`src/common/ssp_defs.svh`:
```
`ifndef SSP_DEFS_SVH
`define SSP_DEFS_SVH

// Clock select code for the external serial clock
`define SSP_SEL_EXT 3'h7

// Divider exponents: serial clock is core_clk / 2^n
`define SSP_EXP_SEL0 4'hc
`define SSP_EXP_SEL1 4'h8
`define SSP_EXP_SEL2 4'h7
`define SSP_EXP_SEL3 4'h6
`define SSP_EXP_SEL4 4'h5
`define SSP_EXP_SEL5 4'h4
`define SSP_EXP_SEL6 4'h3

// Bits per frame
`define SSP_BITS 4'h8

// Reset values
`define SSP_TXF_RST 1'b1
`define SSP_DATA_RST 8'h00
`define SSP_LINE_IDLE 1'b1

`endif

```
`src/common/ssp_pkg.sv`:
```
package ssp_pkg;

    typedef enum logic [2:0] {
        SSP_ST_IDLE = 3'b001,
        SSP_ST_GAP = 3'b010,
        SSP_ST_SHIFT = 3'b100
    } ssp_state_t;

    typedef enum logic [1:0] {
        SSP_MODE_TX = 2'b00,
        SSP_MODE_RX = 2'b01,
        SSP_MODE_TRX = 2'b10,
        SSP_MODE_RSV = 2'b11
    } ssp_mode_t;

endpackage : ssp_pkg

```
`src/hdl/ssp_ctrl.sv`:
```
`timescale 1ns/1ps
`include "ssp_defs.svh"
// Behaviour
// Writing the transmit buffer clears the transmit-empty flag.
// Internal clock, transmit: clock held high until new data is written.
// Data written during a byte is sent right after it, no gap.
// External clock: software refills transmit buffer before the next byte starts.
// Byte start with empty buffer sets underrun, interrupt at next falling edge.
// First byte started before any write also sets underrun and interrupts.
// Underrun holds data-out high; software recovers with force stop.
// Clearing start finishes the current byte, then stops with data-out high.
// External clock: software clears start before the next byte begins.
// Force stop halts at once and clears start, status and both buffers.
// Mode code 01 selects receive only.
// Receive samples data-in on rising edges in the selected bit order.
// Shift-active flag is high from first to eighth falling edge; the code clears it at the eighth rising edge.
// A full received byte goes to receive buffer, sets full flag, interrupts.
// Internal clock receive starts the clock within one serial cycle.
// Reading the receive buffer clears the receive-full flag.
// Internal clock, receive: clock held high until receive buffer is read.
// External clock: software reads receive buffer before next byte completes.
// Byte completing with receive buffer unread sets overrun and interrupts.
// During overrun bits are ignored; reads give old byte, then shift register.
// No interrupt while an overrun stays uncleared.
// Mode code 10 selects full duplex, out on falling, in on rising.
// Mode code 00 selects transmit only.
// Clock select 111 takes the clock from the pin; others divide internally.
// Bit order 0 sends bit 7 first, 1 sends bit 0 first.
// Full duplex: empty flag set at rising edge after load; irq with full flag.
module ssp_ctrl (
    // Clock and reset
    input wire logic core_clk,
    input wire logic rst,
    // Control
    input wire logic start_set,
    input wire logic start_clr,
    input wire logic force_stop,
    input wire ssp_pkg::ssp_mode_t transfer_mode_field,
    input wire logic [2:0] clock_select_field,
    input wire logic bit_order_bit,
    // Transmit buffer write
    input wire logic tx_wr,
    input wire logic [7:0] tx_wdata,
    // Receive buffer read stream
    output logic [7:0] rx_data,
    output logic rx_valid,
    input wire logic rx_ready,
    // Status
    output logic transfer_start_bit,
    output logic tx_buffer_empty_flag,
    output logic rx_buffer_full_flag,
    output logic transfer_active_flag,
    output logic shift_active_flag,
    output logic tx_underrun_flag,
    output logic rx_overrun_flag,
    output logic serial_done_irq,
    // Serial pins
    input wire logic sck_in,
    output logic sck_out,
    output logic sck_oe,
    input wire logic serial_in_pin,
    output logic serial_out_pin
);
    import ssp_pkg::*;

    ssp_state_t state_q, state_d;
    logic start_q, start_d, active_q, active_d, sef_q, sef_d;
    logic txf_q, txf_d, rxf_q, rxf_d, tx_underrun_flag_q, tx_underrun_flag_d, rx_overrun_flag_q, rx_overrun_flag_d;
    logic rd_once_q, rd_once_d, pend_q, pend_d, irq_q, irq_d;
    logic tdb_full_q, tdb_full_d, run_q, run_d;
    logic sck_q, sck_d, sck_prev_q, so_q, so_d, oe_q, oe_d;
    logic [7:0] tdb_q, tdb_d, rdb_q, rdb_d, sh_q, sh_d;
    logic [3:0] bitcnt_q, bitcnt_d;
    logic ext, tick, fall_e, rise_e, rd_hs, rx_end_e, buf_in_ready, ready_ok;
    logic [7:0] buf_in_data;

    function automatic logic tx_path(input ssp_mode_t m);
        return (m == SSP_MODE_TX) || (m == SSP_MODE_TRX);
    endfunction : tx_path

    function automatic logic rx_path(input ssp_mode_t m);
        return (m == SSP_MODE_RX) || (m == SSP_MODE_TRX);
    endfunction : rx_path

    function automatic logic out_bit(input logic [7:0] v, input logic lsb_first);
        return lsb_first ? v[0] : v[7];
    endfunction : out_bit

    ssp_presc u_presc (
        .core_clk(core_clk),
        .rst(rst),
        .run(run_q),
        .sel(clock_select_field),
        .tick(tick)
    );

    // Reading the receive buffer is the buffer accepting the word
    ssp_buf2 #(.W(8)) u_rxbuf (
        .core_clk(core_clk),
        .rst(rst),
        .in_valid(rxf_q),
        .in_ready(buf_in_ready),
        .in_data(buf_in_data),
        .out_valid(rx_valid),
        .out_ready(rx_ready),
        .out_data(rx_data)
    );

    assign ext = (clock_select_field == `SSP_SEL_EXT);
    assign fall_e = ext ? (sck_prev_q && !sck_in) : (run_q && tick && sck_q);
    assign rise_e = ext ? (!sck_prev_q && sck_in) : (run_q && tick && !sck_q);
    assign rd_hs = rxf_q && buf_in_ready;
    assign rx_end_e = rise_e && (state_q == SSP_ST_SHIFT) && (bitcnt_q == `SSP_BITS) && rx_path(transfer_mode_field);
    // Second read during overrun returns the held shift register
    assign buf_in_data = (rx_overrun_flag_q && rd_once_q) ? sh_q : rdb_q;

    always_comb begin
        state_d = state_q;
        start_d = start_q;
        sef_d = sef_q;
        txf_d = txf_q;
        rxf_d = rxf_q;
        tx_underrun_flag_d = tx_underrun_flag_q;
        rx_overrun_flag_d = rx_overrun_flag_q;
        rd_once_d = rd_once_q;
        pend_d = pend_q;
        irq_d = 1'b0;
        tdb_full_d = tdb_full_q;
        tdb_d = tdb_q;
        rdb_d = rdb_q;
        sh_d = sh_q;
        bitcnt_d = bitcnt_q;
        so_d = so_q;
        if (start_set) begin
            start_d = 1'b1;
        end
        if (start_clr) begin
            start_d = 1'b0;
        end
        if (tx_wr) begin
            tdb_d = tx_wdata;
            tdb_full_d = 1'b1;
            txf_d = 1'b0;
        end
        if (rd_hs) begin
            if (rx_overrun_flag_q && !rd_once_q) begin
                rd_once_d = 1'b1;
            end else begin
                rxf_d = 1'b0;
                rx_overrun_flag_d = 1'b0;
                rd_once_d = 1'b0;
            end
        end
        unique case (state_q)
            SSP_ST_IDLE, SSP_ST_GAP: begin
                if (!start_q) begin
                    state_d = SSP_ST_IDLE;
                end else if (fall_e) begin
                    state_d = SSP_ST_SHIFT;
                    sef_d = 1'b1;
                    bitcnt_d = 4'h1;
                    so_d = `SSP_LINE_IDLE;
                    if (tx_path(transfer_mode_field)) begin
                        if (tdb_full_q) begin
                            sh_d = tdb_q;
                            tdb_full_d = tx_wr;
                            so_d = out_bit(tdb_q, bit_order_bit);
                        end else begin
                            tx_underrun_flag_d = 1'b1;
                        end
                        pend_d = (transfer_mode_field == SSP_MODE_TX);
                    end
                end
            end
            SSP_ST_SHIFT: begin
                if (fall_e && bitcnt_q != `SSP_BITS) begin
                    bitcnt_d = bitcnt_q + 4'h1;
                    so_d = tx_path(transfer_mode_field) ? out_bit(sh_q, bit_order_bit) : `SSP_LINE_IDLE;
                    if (pend_q) begin
                        irq_d = 1'b1;
                        pend_d = 1'b0;
                    end
                end
                if (rise_e) begin
                    if (!(rx_path(transfer_mode_field) && rx_overrun_flag_q)) begin
                        // Transmit also shifts here so the next bit reaches the output end
                        sh_d = bit_order_bit ? {serial_in_pin, sh_q[7:1]} : {sh_q[6:0], serial_in_pin};
                    end
                    if (bitcnt_q == 4'h1 && tx_path(transfer_mode_field)) begin
                        txf_d = !tdb_full_d;
                    end
                    if (bitcnt_q == `SSP_BITS) begin
                        sef_d = 1'b0;
                        state_d = start_q ? SSP_ST_GAP : SSP_ST_IDLE;
                        if (!start_q) begin
                            so_d = `SSP_LINE_IDLE;
                        end
                        if (rx_path(transfer_mode_field) && !rx_overrun_flag_q) begin
                            if (rxf_q && !rd_hs) begin
                                rx_overrun_flag_d = 1'b1;
                                irq_d = 1'b1;
                            end else begin
                                rdb_d = sh_d;
                                rxf_d = 1'b1;
                                irq_d = 1'b1;
                            end
                        end
                    end
                end
            end
        endcase
        if (tx_underrun_flag_d || !tx_path(transfer_mode_field)) begin
            so_d = `SSP_LINE_IDLE;
        end
        // Internal clock pauses between bytes until the buffers the selected mode uses are serviced
        ready_ok = (!tx_path(transfer_mode_field) || tdb_full_d) && (!rx_path(transfer_mode_field) || !rxf_d);
        run_d = !ext && ((state_d == SSP_ST_SHIFT) || (start_d && ready_ok));
        sck_d = ext ? 1'b1 : ((run_q && tick) ? !sck_q : sck_q);
        if (state_d != SSP_ST_SHIFT && !run_d) begin
            sck_d = 1'b1;
        end
        oe_d = !ext;
        if (force_stop) begin
            state_d = SSP_ST_IDLE;
            start_d = 1'b0;
            sef_d = 1'b0;
            txf_d = `SSP_TXF_RST;
            rxf_d = 1'b0;
            tx_underrun_flag_d = 1'b0;
            rx_overrun_flag_d = 1'b0;
            rd_once_d = 1'b0;
            pend_d = 1'b0;
            irq_d = 1'b0;
            tdb_full_d = 1'b0;
            tdb_d = `SSP_DATA_RST;
            rdb_d = `SSP_DATA_RST;
            sh_d = `SSP_DATA_RST;
            bitcnt_d = 4'h0;
            so_d = `SSP_LINE_IDLE;
            run_d = 1'b0;
            sck_d = 1'b1;
        end
        if (rx_overrun_flag_q) begin
            irq_d = 1'b0;
        end
        active_d = (state_d != SSP_ST_IDLE);
    end

    always_ff @(posedge core_clk) begin
        if (rst) begin
            state_q <= SSP_ST_IDLE;
            start_q <= 1'b0;
            active_q <= 1'b0;
            sef_q <= 1'b0;
            txf_q <= `SSP_TXF_RST;
            rxf_q <= 1'b0;
            tx_underrun_flag_q <= 1'b0;
            rx_overrun_flag_q <= 1'b0;
            rd_once_q <= 1'b0;
            pend_q <= 1'b0;
            irq_q <= 1'b0;
            tdb_full_q <= 1'b0;
            tdb_q <= `SSP_DATA_RST;
            rdb_q <= `SSP_DATA_RST;
            sh_q <= `SSP_DATA_RST;
            bitcnt_q <= 4'h0;
            run_q <= 1'b0;
            sck_q <= 1'b1;
            sck_prev_q <= 1'b1;
            so_q <= `SSP_LINE_IDLE;
            oe_q <= 1'b0;
        end else begin
            state_q <= state_d;
            start_q <= start_d;
            active_q <= active_d;
            sef_q <= sef_d;
            txf_q <= txf_d;
            rxf_q <= rxf_d;
            tx_underrun_flag_q <= tx_underrun_flag_d;
            rx_overrun_flag_q <= rx_overrun_flag_d;
            rd_once_q <= rd_once_d;
            pend_q <= pend_d;
            irq_q <= irq_d;
            tdb_full_q <= tdb_full_d;
            tdb_q <= tdb_d;
            rdb_q <= rdb_d;
            sh_q <= sh_d;
            bitcnt_q <= bitcnt_d;
            run_q <= run_d;
            sck_q <= sck_d;
            sck_prev_q <= sck_in;
            so_q <= so_d;
            oe_q <= oe_d;
        end
    end

    assign transfer_start_bit = start_q;
    assign tx_buffer_empty_flag = txf_q;
    assign rx_buffer_full_flag = rxf_q;
    assign transfer_active_flag = active_q;
    assign shift_active_flag = sef_q;
    assign tx_underrun_flag = tx_underrun_flag_q;
    assign rx_overrun_flag = rx_overrun_flag_q;
    assign serial_done_irq = irq_q;
    assign sck_out = sck_q;
    assign sck_oe = oe_q;
    assign serial_out_pin = so_q;
endmodule : ssp_ctrl

```
`src/hdl/ssp_presc.sv`:
```
`timescale 1ns/1ps
`include "ssp_defs.svh"
module ssp_presc (
    // Clock and reset
    input wire logic core_clk,
    input wire logic rst,
    // Control
    input wire logic run,
    input wire logic [2:0] sel,
    // Half period tick
    output logic tick
);
    import ssp_pkg::*;

    logic [11:0] cnt_q, cnt_d;
    logic tick_q, tick_d;
    logic [11:0] half_m1;

    function automatic logic [3:0] div_exp(input logic [2:0] s);
        logic [3:0] e;
        e = `SSP_EXP_SEL6;
        unique case (s)
            3'h0: e = `SSP_EXP_SEL0;
            3'h1: e = `SSP_EXP_SEL1;
            3'h2: e = `SSP_EXP_SEL2;
            3'h3: e = `SSP_EXP_SEL3;
            3'h4: e = `SSP_EXP_SEL4;
            3'h5: e = `SSP_EXP_SEL5;
            default: e = `SSP_EXP_SEL6;
        endcase
        return e;
    endfunction : div_exp

    always_comb begin
        half_m1 = (12'h001 << (div_exp(sel) - 4'h1)) - 12'h001;
        cnt_d = cnt_q + 12'h001;
        tick_d = 1'b0;
        // Restart from zero so every resumed clock gets a full half period
        if (!run) begin
            cnt_d = 12'h000;
        end else if (cnt_q >= half_m1) begin
            cnt_d = 12'h000;
            tick_d = 1'b1;
        end
    end

    always_ff @(posedge core_clk) begin
        if (rst) begin
            cnt_q <= 12'h000;
            tick_q <= 1'b0;
        end else begin
            cnt_q <= cnt_d;
            tick_q <= tick_d;
        end
    end

    assign tick = tick_q;

endmodule : ssp_presc

```
`src/hdl/ssp_buf2.sv`:
```
`timescale 1ns/1ps
module ssp_buf2 #(
    parameter int W = 8
) (
    // Clock and reset
    input wire logic core_clk,
    input wire logic rst,
    // Fill side
    input wire logic in_valid,
    output logic in_ready,
    input wire logic [W-1:0] in_data,
    // Drain side
    output logic out_valid,
    input wire logic out_ready,
    output logic [W-1:0] out_data
);
    import ssp_pkg::*;

    logic [W-1:0] d0_q, d0_d, d1_q, d1_d;
    logic v0_q, v0_d, v1_q, v1_d;
    logic push, pop;

    always_comb begin
        push = in_valid && !v1_q;
        pop = v0_q && out_ready;
        d0_d = d0_q;
        d1_d = d1_q;
        v0_d = v0_q;
        v1_d = v1_q;
        if (pop) begin
            if (v1_q) begin
                d0_d = d1_q;
                v1_d = push;
                if (push) begin
                    d1_d = in_data;
                end
            end else begin
                v0_d = push;
                if (push) begin
                    d0_d = in_data;
                end
            end
        end else if (push) begin
            if (!v0_q) begin
                d0_d = in_data;
                v0_d = 1'b1;
            end else begin
                d1_d = in_data;
                v1_d = 1'b1;
            end
        end
    end

    always_ff @(posedge core_clk) begin
        if (rst) begin
            d0_q <= '0;
            d1_q <= '0;
            v0_q <= 1'b0;
            v1_q <= 1'b0;
        end else begin
            d0_q <= d0_d;
            d1_q <= d1_d;
            v0_q <= v0_d;
            v1_q <= v1_d;
        end
    end

    // Ready is taken from the second slot so it never depends on out_ready
    assign in_ready = !v1_q;
    assign out_valid = v0_q;
    assign out_data = d0_q;

endmodule : ssp_buf2

```
`config.mk`:
```
export PLATFORM = sky130hd
export DESIGN_NAME = ssp_ctrl
export DESIGN_NICKNAME = d
export VERILOG_FILES = /design/src/common/ssp_pkg.sv /design/src/hdl/ssp_ctrl.sv /design/src/hdl/ssp_presc.sv /design/src/hdl/ssp_buf2.sv
export VERILOG_INCLUDE_DIRS = /design/src /design/src/common
export SDC_FILE = /design/constraint.sdc
export NUM_CORES = 1
export LEC_CHECK = 0
export BUFFER_PORTS_ARGS = -buffer_cell sky130_fd_sc_hd__buf_2
export CAP_MARGIN = 20
export CORE_UTILIZATION = 55
export DETAILED_ROUTE_END_ITERATION = 16
export PLACE_DENSITY_LB_ADDON = 0.12
export RECOVER_POWER = 50
export SLEW_MARGIN = 30
export SYNTH_ARGS = -nofsm -noshare
export SYNTH_HDL_FRONTEND = slang
export SYNTH_HIERARCHICAL = 1
export SYNTH_SLANG_ARGS = --single-unit
```
`constraint.sdc`:
```
create_clock -name core_clk -period 3.4 [get_ports core_clk]
set_input_delay 0.17 -clock core_clk [delete_from_list [all_inputs] [get_ports core_clk]]
set_output_delay 0.17 -clock core_clk [all_outputs]
set_load 0.005 [all_outputs]
```
==> metrics.txt, run 1 <==
status finished, final reports clean; Hold Crit Class input port to flip-flop; Slew headroom 0.3336; CP required 3.66 ns; Layout area overhead 9.309%; count of final setup violators 0; post-synthesis sequential area ratio 0.3407; first-pass GRT wire length 17310 µm; CP max FO 20; Row Count 32; post-CTS resize count 0; Antenna Nets Post-Route 0; synthesis-stage register bit count 78; Max Freq 358.0 MHz; initial antenna violation count 0; Gate Count Post-Synth 525; vias per std cell 5.947; via count 3949; # port buffers 42; Inserted Clock Buffers 9; Max VDD drop 0.2248 mV; ys flop type dfxtp_1; CP arrival 3.05 ns; Post-synth EDFFs 0; pwr/cell area 376.4 nW/µm²; layout cells sized above 1 0.1423; Detailed Place HPWL 7480 µm; syn_area_per_cell 8.730 µm²; fin. max-slew vios 0; Setup Fix Bufs, Post-CTS 0; remaining global-route overflow 0; critical path capture point type flip-flop; Crit Path Category input port to flip-flop; Reg clk slew, reported paths 0.09 ns; critical path launch point type input port; Fin. Hold Viols 0; setup TNS 0 ns; asr flop ratio synth 0; Cells after DPL 648; Tcrit/Tclk final 0.8216; DRT Pass-1 Iters 5; Core Box Area 7888 µm²; DRT Wirelength 10360 µm; Core Util, Final 0.6352; gpl congestion 0.9365; RSZ-0062 raised after global routing false; drt wl/cell 15.60 µm; CTS max path bufs 2; Worst-Skew Late Latency 0.35 ns; # DRC 0; ant diodes 0; 1st-iter DRT viols 178; H-tree depth 3; Cell Area, Synth 4583 µm²; TritonCTS Sinks 78; Total GRT Usage 0.2481; max cap viols 0; Leakage 1.913 nW; top post-synthesis cells by count dfxtp_1, nor2_1, o21ai_0, inv_1; CTS tree built; Boundary Pins 43; Synth area leaders dfxtp_1, ha_1, mux2i_1; largest net degree at the start of global routing 24; die width 93.29 µm; Synth Warn # 6; starting density of the core 0.5811; Synth top area share 0.3407; cell taking the most area after synthesis dfxtp_1; Netlist cell types 73; die height 93.29 µm; worst hold start tx_wdata[3]; number of global-route vias before repair 3620; reg-to-reg slack, setup 0.87 ns; Worst-Margin Slew 0.9995 ns; CTS root buf clkbuf_8; post-route insts no fill 664; Worst Setup SP clock_select_field[2]; Fin Clk Skew 0.009902 ns; Die ar. 8702 µm²; total nets after synthesis 573; hold buffers post-CTS 0; nets 605; FF-to-FF Start state_q[2]$_SDFF_PP0_; cell with the most instances after synthesis dfxtp_1; post-layout minimum cycle time 2.793 ns
-- registers in the layout, summed over array words and instances (netlist names), 3 cells and up --
register,cells
u_presc/cnt_q,12
rdb_q,8
sh_q,8
tdb_q,8
u_rxbuf/d1_q,8
u_rxbuf/out_data,8
bitcnt_q,4
state_q,3
-- power by group --
group          switching, W  internal (W)  total, W
sequential       0.00000495      0.000919  0.000924
clock              0.000351      0.000435  0.000786
combinational      0.000107     0.0000688  0.000176
total              0.000462       0.00142   0.00189
-- cell usage in the layout, fill, tap and decap left out, types with 5 or more instances in the layout --
master	instances
a21oi_1	27
a22o_1	8
buf_2	31
buf_4	5
clkbuf_1	13
clkbuf_8	10
dfxtp_1	78
ha_1	25
inv_1	29
mux2_1	6
mux2_2	5
mux2i_1	27
nand2_1	27
nand2b_1	6
nand3_1	25
nand4_1	8
nor2_1	46
nor2b_1	6
nor3_1	23
nor4_1	5
o21ai_0	37
o221a_1	8
xnor2_1	6
xor2_1	9
-- worst max-delay path: stages --
cell and delay, ns:
buf_2 0.30, inv_1 0.16, ha_1 0.48, buf_4 0.21
a211oi_4 0.07, a2111oi_2 0.38, mux2i_1 0.24, ha_1 0.26
a21oi_1 0.17, o21a_1 0.14, o211ai_1 0.09, buf_4 0.19
a211oi_1 0.17
-- per-layer routing --
layer,part of all wire,vias to the layer above,wire length (µm),GRT usage
met5,0,-,0,0
met4,0.018,0,190,0.08718
met3,0.048,19,493,0.05366
met2,0.47,119,4828,0.3983
met1,0.47,1833,4849,0.3279
li1,-,1978,-,-
-- final timing paths --
check / to / cells after the start
min reg2reg: shift_active_flag$_SDFFE_PP0P_ / 2
max: u_presc/cnt_q[11]$_SDFF_PP0_ / 13
min: tdb_q[3]$_SDFFE_PP0P_ / 3
max reg2reg: rdb_q[1]$_SDFFE_PP0P_ / 6
-- through the flow --
step                power (W)  setup WS, ns  instance area, µm²  hold WS (ns)
detailed placement   0.001119        0.2661                4823        0.4111
CTS                  0.001897        0.6423                5047       0.03970
global placement     0.001114        0.4144                4823        0.4052
finish               0.001886        0.6067                5010       0.05179
floorplan            0.001072        0.7830                4583        0.2424
global route         0.001957        0.3823                5010       0.04814
-- cell families after synthesis --
kind of cell,count (synthesis),share of synthesized area
multiplexers,40,0.09227
XOR/XNOR,15,0.02867
adder cells (fa/ha/maj),25,0.06825
AND/OR/NAND/NOR,180,0.2094
flip-flops,78,0.3407
buffers and inverters,57,0.05651
AO/OA/AOI/OAI,130,0.2042
-- layout make-up --
| cell class | count | area, µm² |
|---|---|---|
| Fill cell | 694 | 2878 |
| Multi-Input combinational cell | 390 | 2746 |
| Sequential cell | 78 | 1562 |
| Timing Repair Buffer | 49 | 241.5 |
| Clock buffer | 11 | 141.4 |
| Tap cell | 102 | 127.6 |
| Inverter | 29 | 108.9 |
| Clock inverter | 5 | 82.58 |
(Power assumes the default switching activity.)
==> inputs of run 2 (changes only) <==
==> constraint.sdc (replaced) <==
create_clock -name core_clk -period 2.9 [get_ports core_clk]
set_input_delay 0.145 -clock core_clk [delete_from_list [all_inputs] [get_ports core_clk]]
set_output_delay 0.145 -clock core_clk [all_outputs]
set_load 0.005 [all_outputs]
==> run 2 against run 1 <==
Against the previous run:
- clock power increased by 2.7%
- die area unchanged
- largest power group unchanged
- setup slack got worse by 0.23 ns
- first-iteration DRC count fell by 3.4%
==> metrics.txt, run 2 (synthesis gave the netlist of run 1 again) <==
total power 0.002099 W (was 0.001886 W); reg-to-reg slack, setup 0.64 ns (was 0.87 ns); DRT Wirelength 10330 µm (was 10360 µm); CTS root buf clkbuf_8 (unchanged); R2R cell count 7 (was 6); H-tree depth 3 (unchanged); status finished, final reports clean (unchanged); Max Freq 396.1 MHz; hold path depth 2 (was 3); CTS max path bufs 2 (unchanged); CP Buf/Inv Count 4 (unchanged); CTS tree built (unchanged); WP depth 13 (unchanged); critical path cell sequence buf_2 -> inv_1 -> ha_1 -> buf_4 -> nor4b_1 -> nor4_1 -> o22ai_1 -> ha_1 -> nand4_1 -> a211o_1 -> o211ai_1 -> buf_12 -> nor2b_1 (was buf_2 -> inv_1 -> ha_1 -> buf_4 -> a211oi_4 -> a2111oi_2 -> mux2i_1 -> ha_1 -> a21oi_1 -> o21a_1 -> o211ai_1 -> buf_4 -> a211oi_1); # DRC 0 (unchanged); commonest non-fill, non-tap cell in the layout dfxtp_1 (unchanged); Leakage 1.931 nW (was 1.913 nW); number of global-route vias before repair 3587 (was 3620); Layout area overhead 9.937% (was 9.309%); most used cell, CP ha_1; setup TNS 0 ns (unchanged); Max VDD drop 0.2591 mV (was 0.2248 mV); Antenna Nets Post-Route 0 (unchanged); Setup Fix Bufs, Post-CTS 0 (unchanged); gpl congestion 0.8916 (was 0.9365); vias per std cell 5.940 (was 5.947); die width 93.29 µm (unchanged); Fin. Hold Viols 0 (unchanged); Reg clk slew, reported paths 0.08 ns (was 0.09 ns); Detailed Place HPWL 7596 µm (was 7480 µm); ant diodes 0 (unchanged); Slew headroom 0.3433 (was 0.3336); RSZ-0062 raised after global routing false (unchanged); via count 3974 (was 3949); DRT Pass-1 Iters 5 (unchanged); Worst-Skew Late Latency 0.35 ns (about the same); initial antenna violation count 0 (unchanged); 1st-iter DRT viols 172 (was 178); Hold Slack 0.01812 ns (was 0.05179 ns); Total GRT Usage 0.2446 (was 0.2481); TritonCTS Sinks 78 (unchanged); max reg flops 12 (unchanged); Crit Path Category input port to flip-flop (unchanged); Tcrit/Tclk final 0.8707; Core Box Area 7888 µm² (unchanged); layout cells sized above 1 0.1499 (was 0.1423); starting density of the core 0.5811 (unchanged); pwr/cell area 416.6 nW/µm² (was 376.4 nW/µm²); remaining global-route overflow 0 (unchanged); Fin Clk Skew 0.01344 ns (was 0.009902 ns); first-pass GRT wire length 17040 µm (was 17310 µm); largest net degree at the start of global routing 24 (unchanged); hold buffers post-CTS 0 (unchanged); Die ar. 8702 µm² (unchanged); post-CTS resize count 0 (unchanged); Slowest cell on crit path nor4b_1 (was ha_1); post-layout minimum cycle time 2.525 ns; CP max stage delay 0.57 ns (was 0.48 ns); CP max FO 13 (was 20); die height 93.29 µm (unchanged); max cap viols 0 (unchanged); nets 610 (was 605); fin. max-slew vios 0 (unchanged); Row Count 32 (unchanged); # port buffers 42 (unchanged); CP required 3.12 ns (was 3.66 ns); crit-path leading delay family simple AND/OR/NAND/NOR gates (was compound AO/OA/AOI/OAI gates); Inserted Clock Buffers 9 (unchanged); critical path launch point type input port (unchanged); fin area 5039 µm² (was 5010 µm²); highest-count cells in the layout ignoring fill and taps dfxtp_1, nor2_1, o21ai_0, buf_2, inv_1 (unchanged); Worst-Margin Slew 0.9851 ns (was 0.9995 ns); CP arrival 2.74 ns (was 3.05 ns); count of final setup violators 0 (unchanged); Hold Crit Class input port to flip-flop (unchanged); critical path capture point type flip-flop (unchanged); Boundary Pins 43 (unchanged); drt wl/cell 15.44 µm (was 15.60 µm); Post-DP Area 4873 µm² (was 4823 µm²); Top reg by flops u_presc/cnt_q (unchanged)
run 2: path summary, 6_finish.rpt:
check | start | end
worst max-delay path | clock_select_field[1] | u_presc/tick$_SDFF_PP0_
worst min-delay path | rx_ready | u_rxbuf/v1_q$_SDFFE_PP0P_
worst max register to register | state_q[2]$_SDFF_PP0_ | rdb_q[1]$_SDFFE_PP0P_
worst min register to register | shift_active_flag$_SDFFE_PP0P_ | shift_active_flag$_SDFFE_PP0P_
run 2: worst reg2reg max path, cell delays in order, from the launching register on:
cell and delay (ns):
dfxtp_1 0.43, nor3b_4 0.20, clkbuf_1 0.57, nand3_1 0.27, a2111oi_4 0.23, buf_4 0.24, nor2_1 0.07, a21o_1 0.15
run 2: per-stage QoR:
step / worst slack [ns] / utilization / cells
floorplan: 0.3080 / - / 525
global route: 0.1757 / 0.6388 / 669
detailed placement: 0.09469 / 0.6179 / 653
finish: 0.3751 / 0.6388 / 669
CTS: 0.4331 / 0.6420 / 669
global placement: 0.1487 / 0.6179 / 653
run 2: power by group:
part	total (W)	internal, W	switching (W)
Clock	0.000807	0.000404	0.000403
Sequential	0.00108	0.00108	0.00000567
Combinational	0.000208	0.0000832	0.000125
run 2: per-layer routing:
layer | part of all wire | GRT usage | vias up
met3 | 0.041 | 0.04390 | 17
met1 | 0.48 | 0.3266 | 1868
met5 | 0 | 0 | -
met2 | 0.47 | 0.3977 | 100
met4 | 0.015 | 0.08205 | 0
li1 | - | - | 1989
run 2: layout make-up:
class	count	area (µm²)
Fill cell	698	2849
Multi-Input combinational cell	390	2758
Sequential cell	78	1562
Timing Repair Buffer	54	292.8
Clock buffer	12	135.1
Tap cell	102	127.6
Inverter	29	108.9
Clock inverter	4	55.05
==> inputs of run 3 (changes only) <==
--- a/config.mk
+++ b/config.mk
@@ -8,10 +8,12 @@
 export LEC_CHECK = 0
 export BUFFER_PORTS_ARGS = -buffer_cell sky130_fd_sc_hd__buf_2
 export CAP_MARGIN = 20
-export CORE_UTILIZATION = 55
+export CELL_PAD_IN_SITES_DETAIL_PLACEMENT = 1
+export CELL_PAD_IN_SITES_GLOBAL_PLACEMENT = 1
+export CORE_UTILIZATION = 46
 export DETAILED_ROUTE_END_ITERATION = 16
 export PLACE_DENSITY_LB_ADDON = 0.12
-export RECOVER_POWER = 50
+export RECOVER_POWER = 25
 export SLEW_MARGIN = 30
 export SYNTH_ARGS = -nofsm -noshare
 export SYNTH_HDL_FRONTEND = slang
==> run 3 against run 2 <==
Against the previous run:
- non-clock buffer count up 2
- maximum frequency grew 1.1%
- combinational power rose by 5%
- routed wire length rose by 13%
- final area up 1.5%
- first-iteration DRC count fell by 62%
- critical path type unchanged
==> metrics.txt, run 3 (synthesis gave the netlist of run 1 again) <==
status finished, final reports clean (unchanged); critical path launch point type input port (unchanged); post-layout minimum cycle time 2.496 ns (was 2.525 ns); TritonCTS Sinks 78 (unchanged); layout cells sized above 1 0.1690 (was 0.1499); Cells after DPL 686 (was 653); commonest non-fill, non-tap cell in the layout dfxtp_1 (unchanged); # DRC 0 (unchanged); Switching Fraction 0.2501 (was 0.2545); Slew headroom 0.2892 (was 0.3433); Setup Fix Bufs, Post-CTS 0 (unchanged); vias per std cell 5.676 (was 5.940); Detailed Place HPWL 8712 µm (was 7596 µm); Worst-Skew Late Latency 0.35 ns (about the same); gpl congestion 0.9055 (was 0.8916); Comb power frac 0.099 (about the same); post-route insts no fill 701 (was 669); CP arrival 2.76 ns (was 2.74 ns); Max VDD drop 0.2247 mV (was 0.2591 mV); Psw 0.0005487 W (was 0.0005342 W); Boundary Pins 43 (unchanged); area occupied by multi-input gates 2758 µm² (unchanged); worst hold start tx_wdata[7] (was rx_ready); starting density of the core 0.4711 (was 0.5811); Worst-Margin Slew 1.066 ns (was 0.9851 ns); M2 GR Usage 0.4070 (was 0.3977); Hold Crit Class input port to flip-flop (unchanged); via count 3979 (was 3974); Layout area overhead 11.63% (was 9.937%); critical path capture point type flip-flop (unchanged); max reg flops 12 (unchanged); setup TNS 0 ns (unchanged); first-pass GRT wire length 19600 µm (was 17040 µm); met1 GRT Util 0.3165 (was 0.3266); Die ar. 10370 µm² (was 8702 µm²); Fin Clk Skew 0.01054 ns (was 0.01344 ns); remaining global-route overflow 0 (unchanged); CTS tree built (unchanged); # fillers 1192 (was 698); M3 GR Usage 0.03967 (was 0.04390); FF-to-FF Start bitcnt_q[0]$_SDFFE_PP0P_ (was state_q[2]$_SDFF_PP0_); DRT Pass-1 Iters 4 (was 5); Top reg by flops u_presc/cnt_q (unchanged); Sequential Power Share 0.494 (was 0.516); # port buffers 42 (unchanged); fin. max-slew vios 0 (unchanged); Register Area 1562 µm² (unchanged); internal cell power 0.001645 W (was 0.001565 W); die width 101.8 µm (was 93.29 µm); Max Freq 400.6 MHz (was 396.1 MHz); drt wl/cell 16.68 µm (was 15.44 µm); Tcrit/Tclk final 0.8608 (was 0.8707); initial antenna violation count 0 (unchanged); CP max FO 15 (was 13); hold buffers post-CTS 0 (unchanged); CTS root buf clkbuf_8 (unchanged); largest net degree at the start of global routing 24 (unchanged); DRT Wirelength 11700 µm (was 10330 µm); CTS max path bufs 2 (unchanged); ant diodes 0 (unchanged); Crit Path Category input port to flip-flop (unchanged); number of global-route vias before repair 3953 (was 3587); post-CTS resize count 0 (unchanged); Core Box Area 9729 µm² (was 7888 µm²); Worst Setup SP clock_select_field[1] (unchanged); H-tree depth 3 (unchanged); die height 101.8 µm (was 93.29 µm); Row Count 36 (was 32); pwr/cell area 428.8 nW/µm² (was 416.6 nW/µm²); highest-count cells in the layout ignoring fill and taps dfxtp_1, nor2_1, o21ai_0, buf_2, inv_1 (unchanged); Hold Slack 0.03122 ns (was 0.01812 ns); Clock Power Share 0.407 (was 0.385); count of final setup violators 0 (unchanged); layer with the highest usage met2 (unchanged); Antenna Nets Post-Route 0 (unchanged); RSZ-0062 raised after global routing false (unchanged); max cap viols 0 (unchanged); CP required 3.16 ns (was 3.12 ns); 1st-iter DRT viols 65 (was 172); Inserted Clock Buffers 9 (unchanged); Fin. Hold Viols 0 (unchanged); Reg clk slew, reported paths 0.09 ns (was 0.08 ns); Total GRT Usage 0.2398 (was 0.2446); Leakage 1.946 nW (was 1.931 nW); nets 612 (was 610)
## run 3: power by group through the flow
| stage | logic, W | clock network [W] | registers (W) |
|---|---|---|---|
| 4_1_cts | 0.000220 | 0.000908 | 0.00108 |
| 6_report | 0.000218 | 0.000893 | 0.00108 |
| 5_1_grt | 0.000243 | 0.000962 | 0.00109 |
| 2_1_floorplan | 0.000150 | 0 | 0.00111 |
| 3_3_place_gp | 0.000212 | 0 | 0.00111 |
| 3_5_place_dp | 0.000218 | 0 | 0.00111 |
## run 3: critical path, stage by stage
cell       delay [ns]
buf_2            0.09
buf_4            0.20
ha_1             0.34
buf_4            0.24
nor2_1           0.08
and3_1           0.19
a41oi_1          0.18
a2bb2oi_1        0.22
ha_1             0.29
a21oi_1          0.16
o21a_1           0.14
o211ai_1         0.14
buf_12           0.18
a211oi_1         0.17
## run 3: path summary, 6_finish.rpt
path              slack, ns                             end  depth (start not counted)
setup / recovery       0.40    u_presc/cnt_q[11]$_SDFF_PP0_                         14
hold / removal         0.03           tdb_q[7]$_SDFFE_PP0P_                          3
setup reg to reg       0.83           rdb_q[1]$_SDFFE_PP0P_                          6
hold reg to reg        0.47  shift_active_flag$_SDFFE_PP0P_                          2
## run 3: routing by layer
layer,vias to the layer above,wire [µm]
met5,-,0
met4,0,143
met3,11,247
met2,51,5506
met1,1926,5797
li1,1991,-
## run 3: area by class of cell
| cell class | instances | share of cell area |
|---|---|---|
| flip-flops and latches | 78 | 0.3052 |
| inverters | 29 | 0.02128 |
| well taps | 133 | 0.03253 |
| multi-input cells | 390 | 0.5390 |
| clock buffers | 9 | 0.02421 |
| repair buffers | 56 | 0.06090 |
| clock inverters | 6 | 0.01687 |
## run 3: per-stage QoR
step                total power, W  setup WS, ns  instance area [µm²]    util
floorplan                 0.001257        0.3080                 4583       -
global placement          0.001320        0.1323                 4927  0.5064
detailed placement        0.001327       0.03679                 4927  0.5064
CTS                       0.002211        0.4109                 5137  0.5280
global route              0.002290        0.1587                 5116  0.5258
finish                    0.002194        0.4035                 5116  0.5258
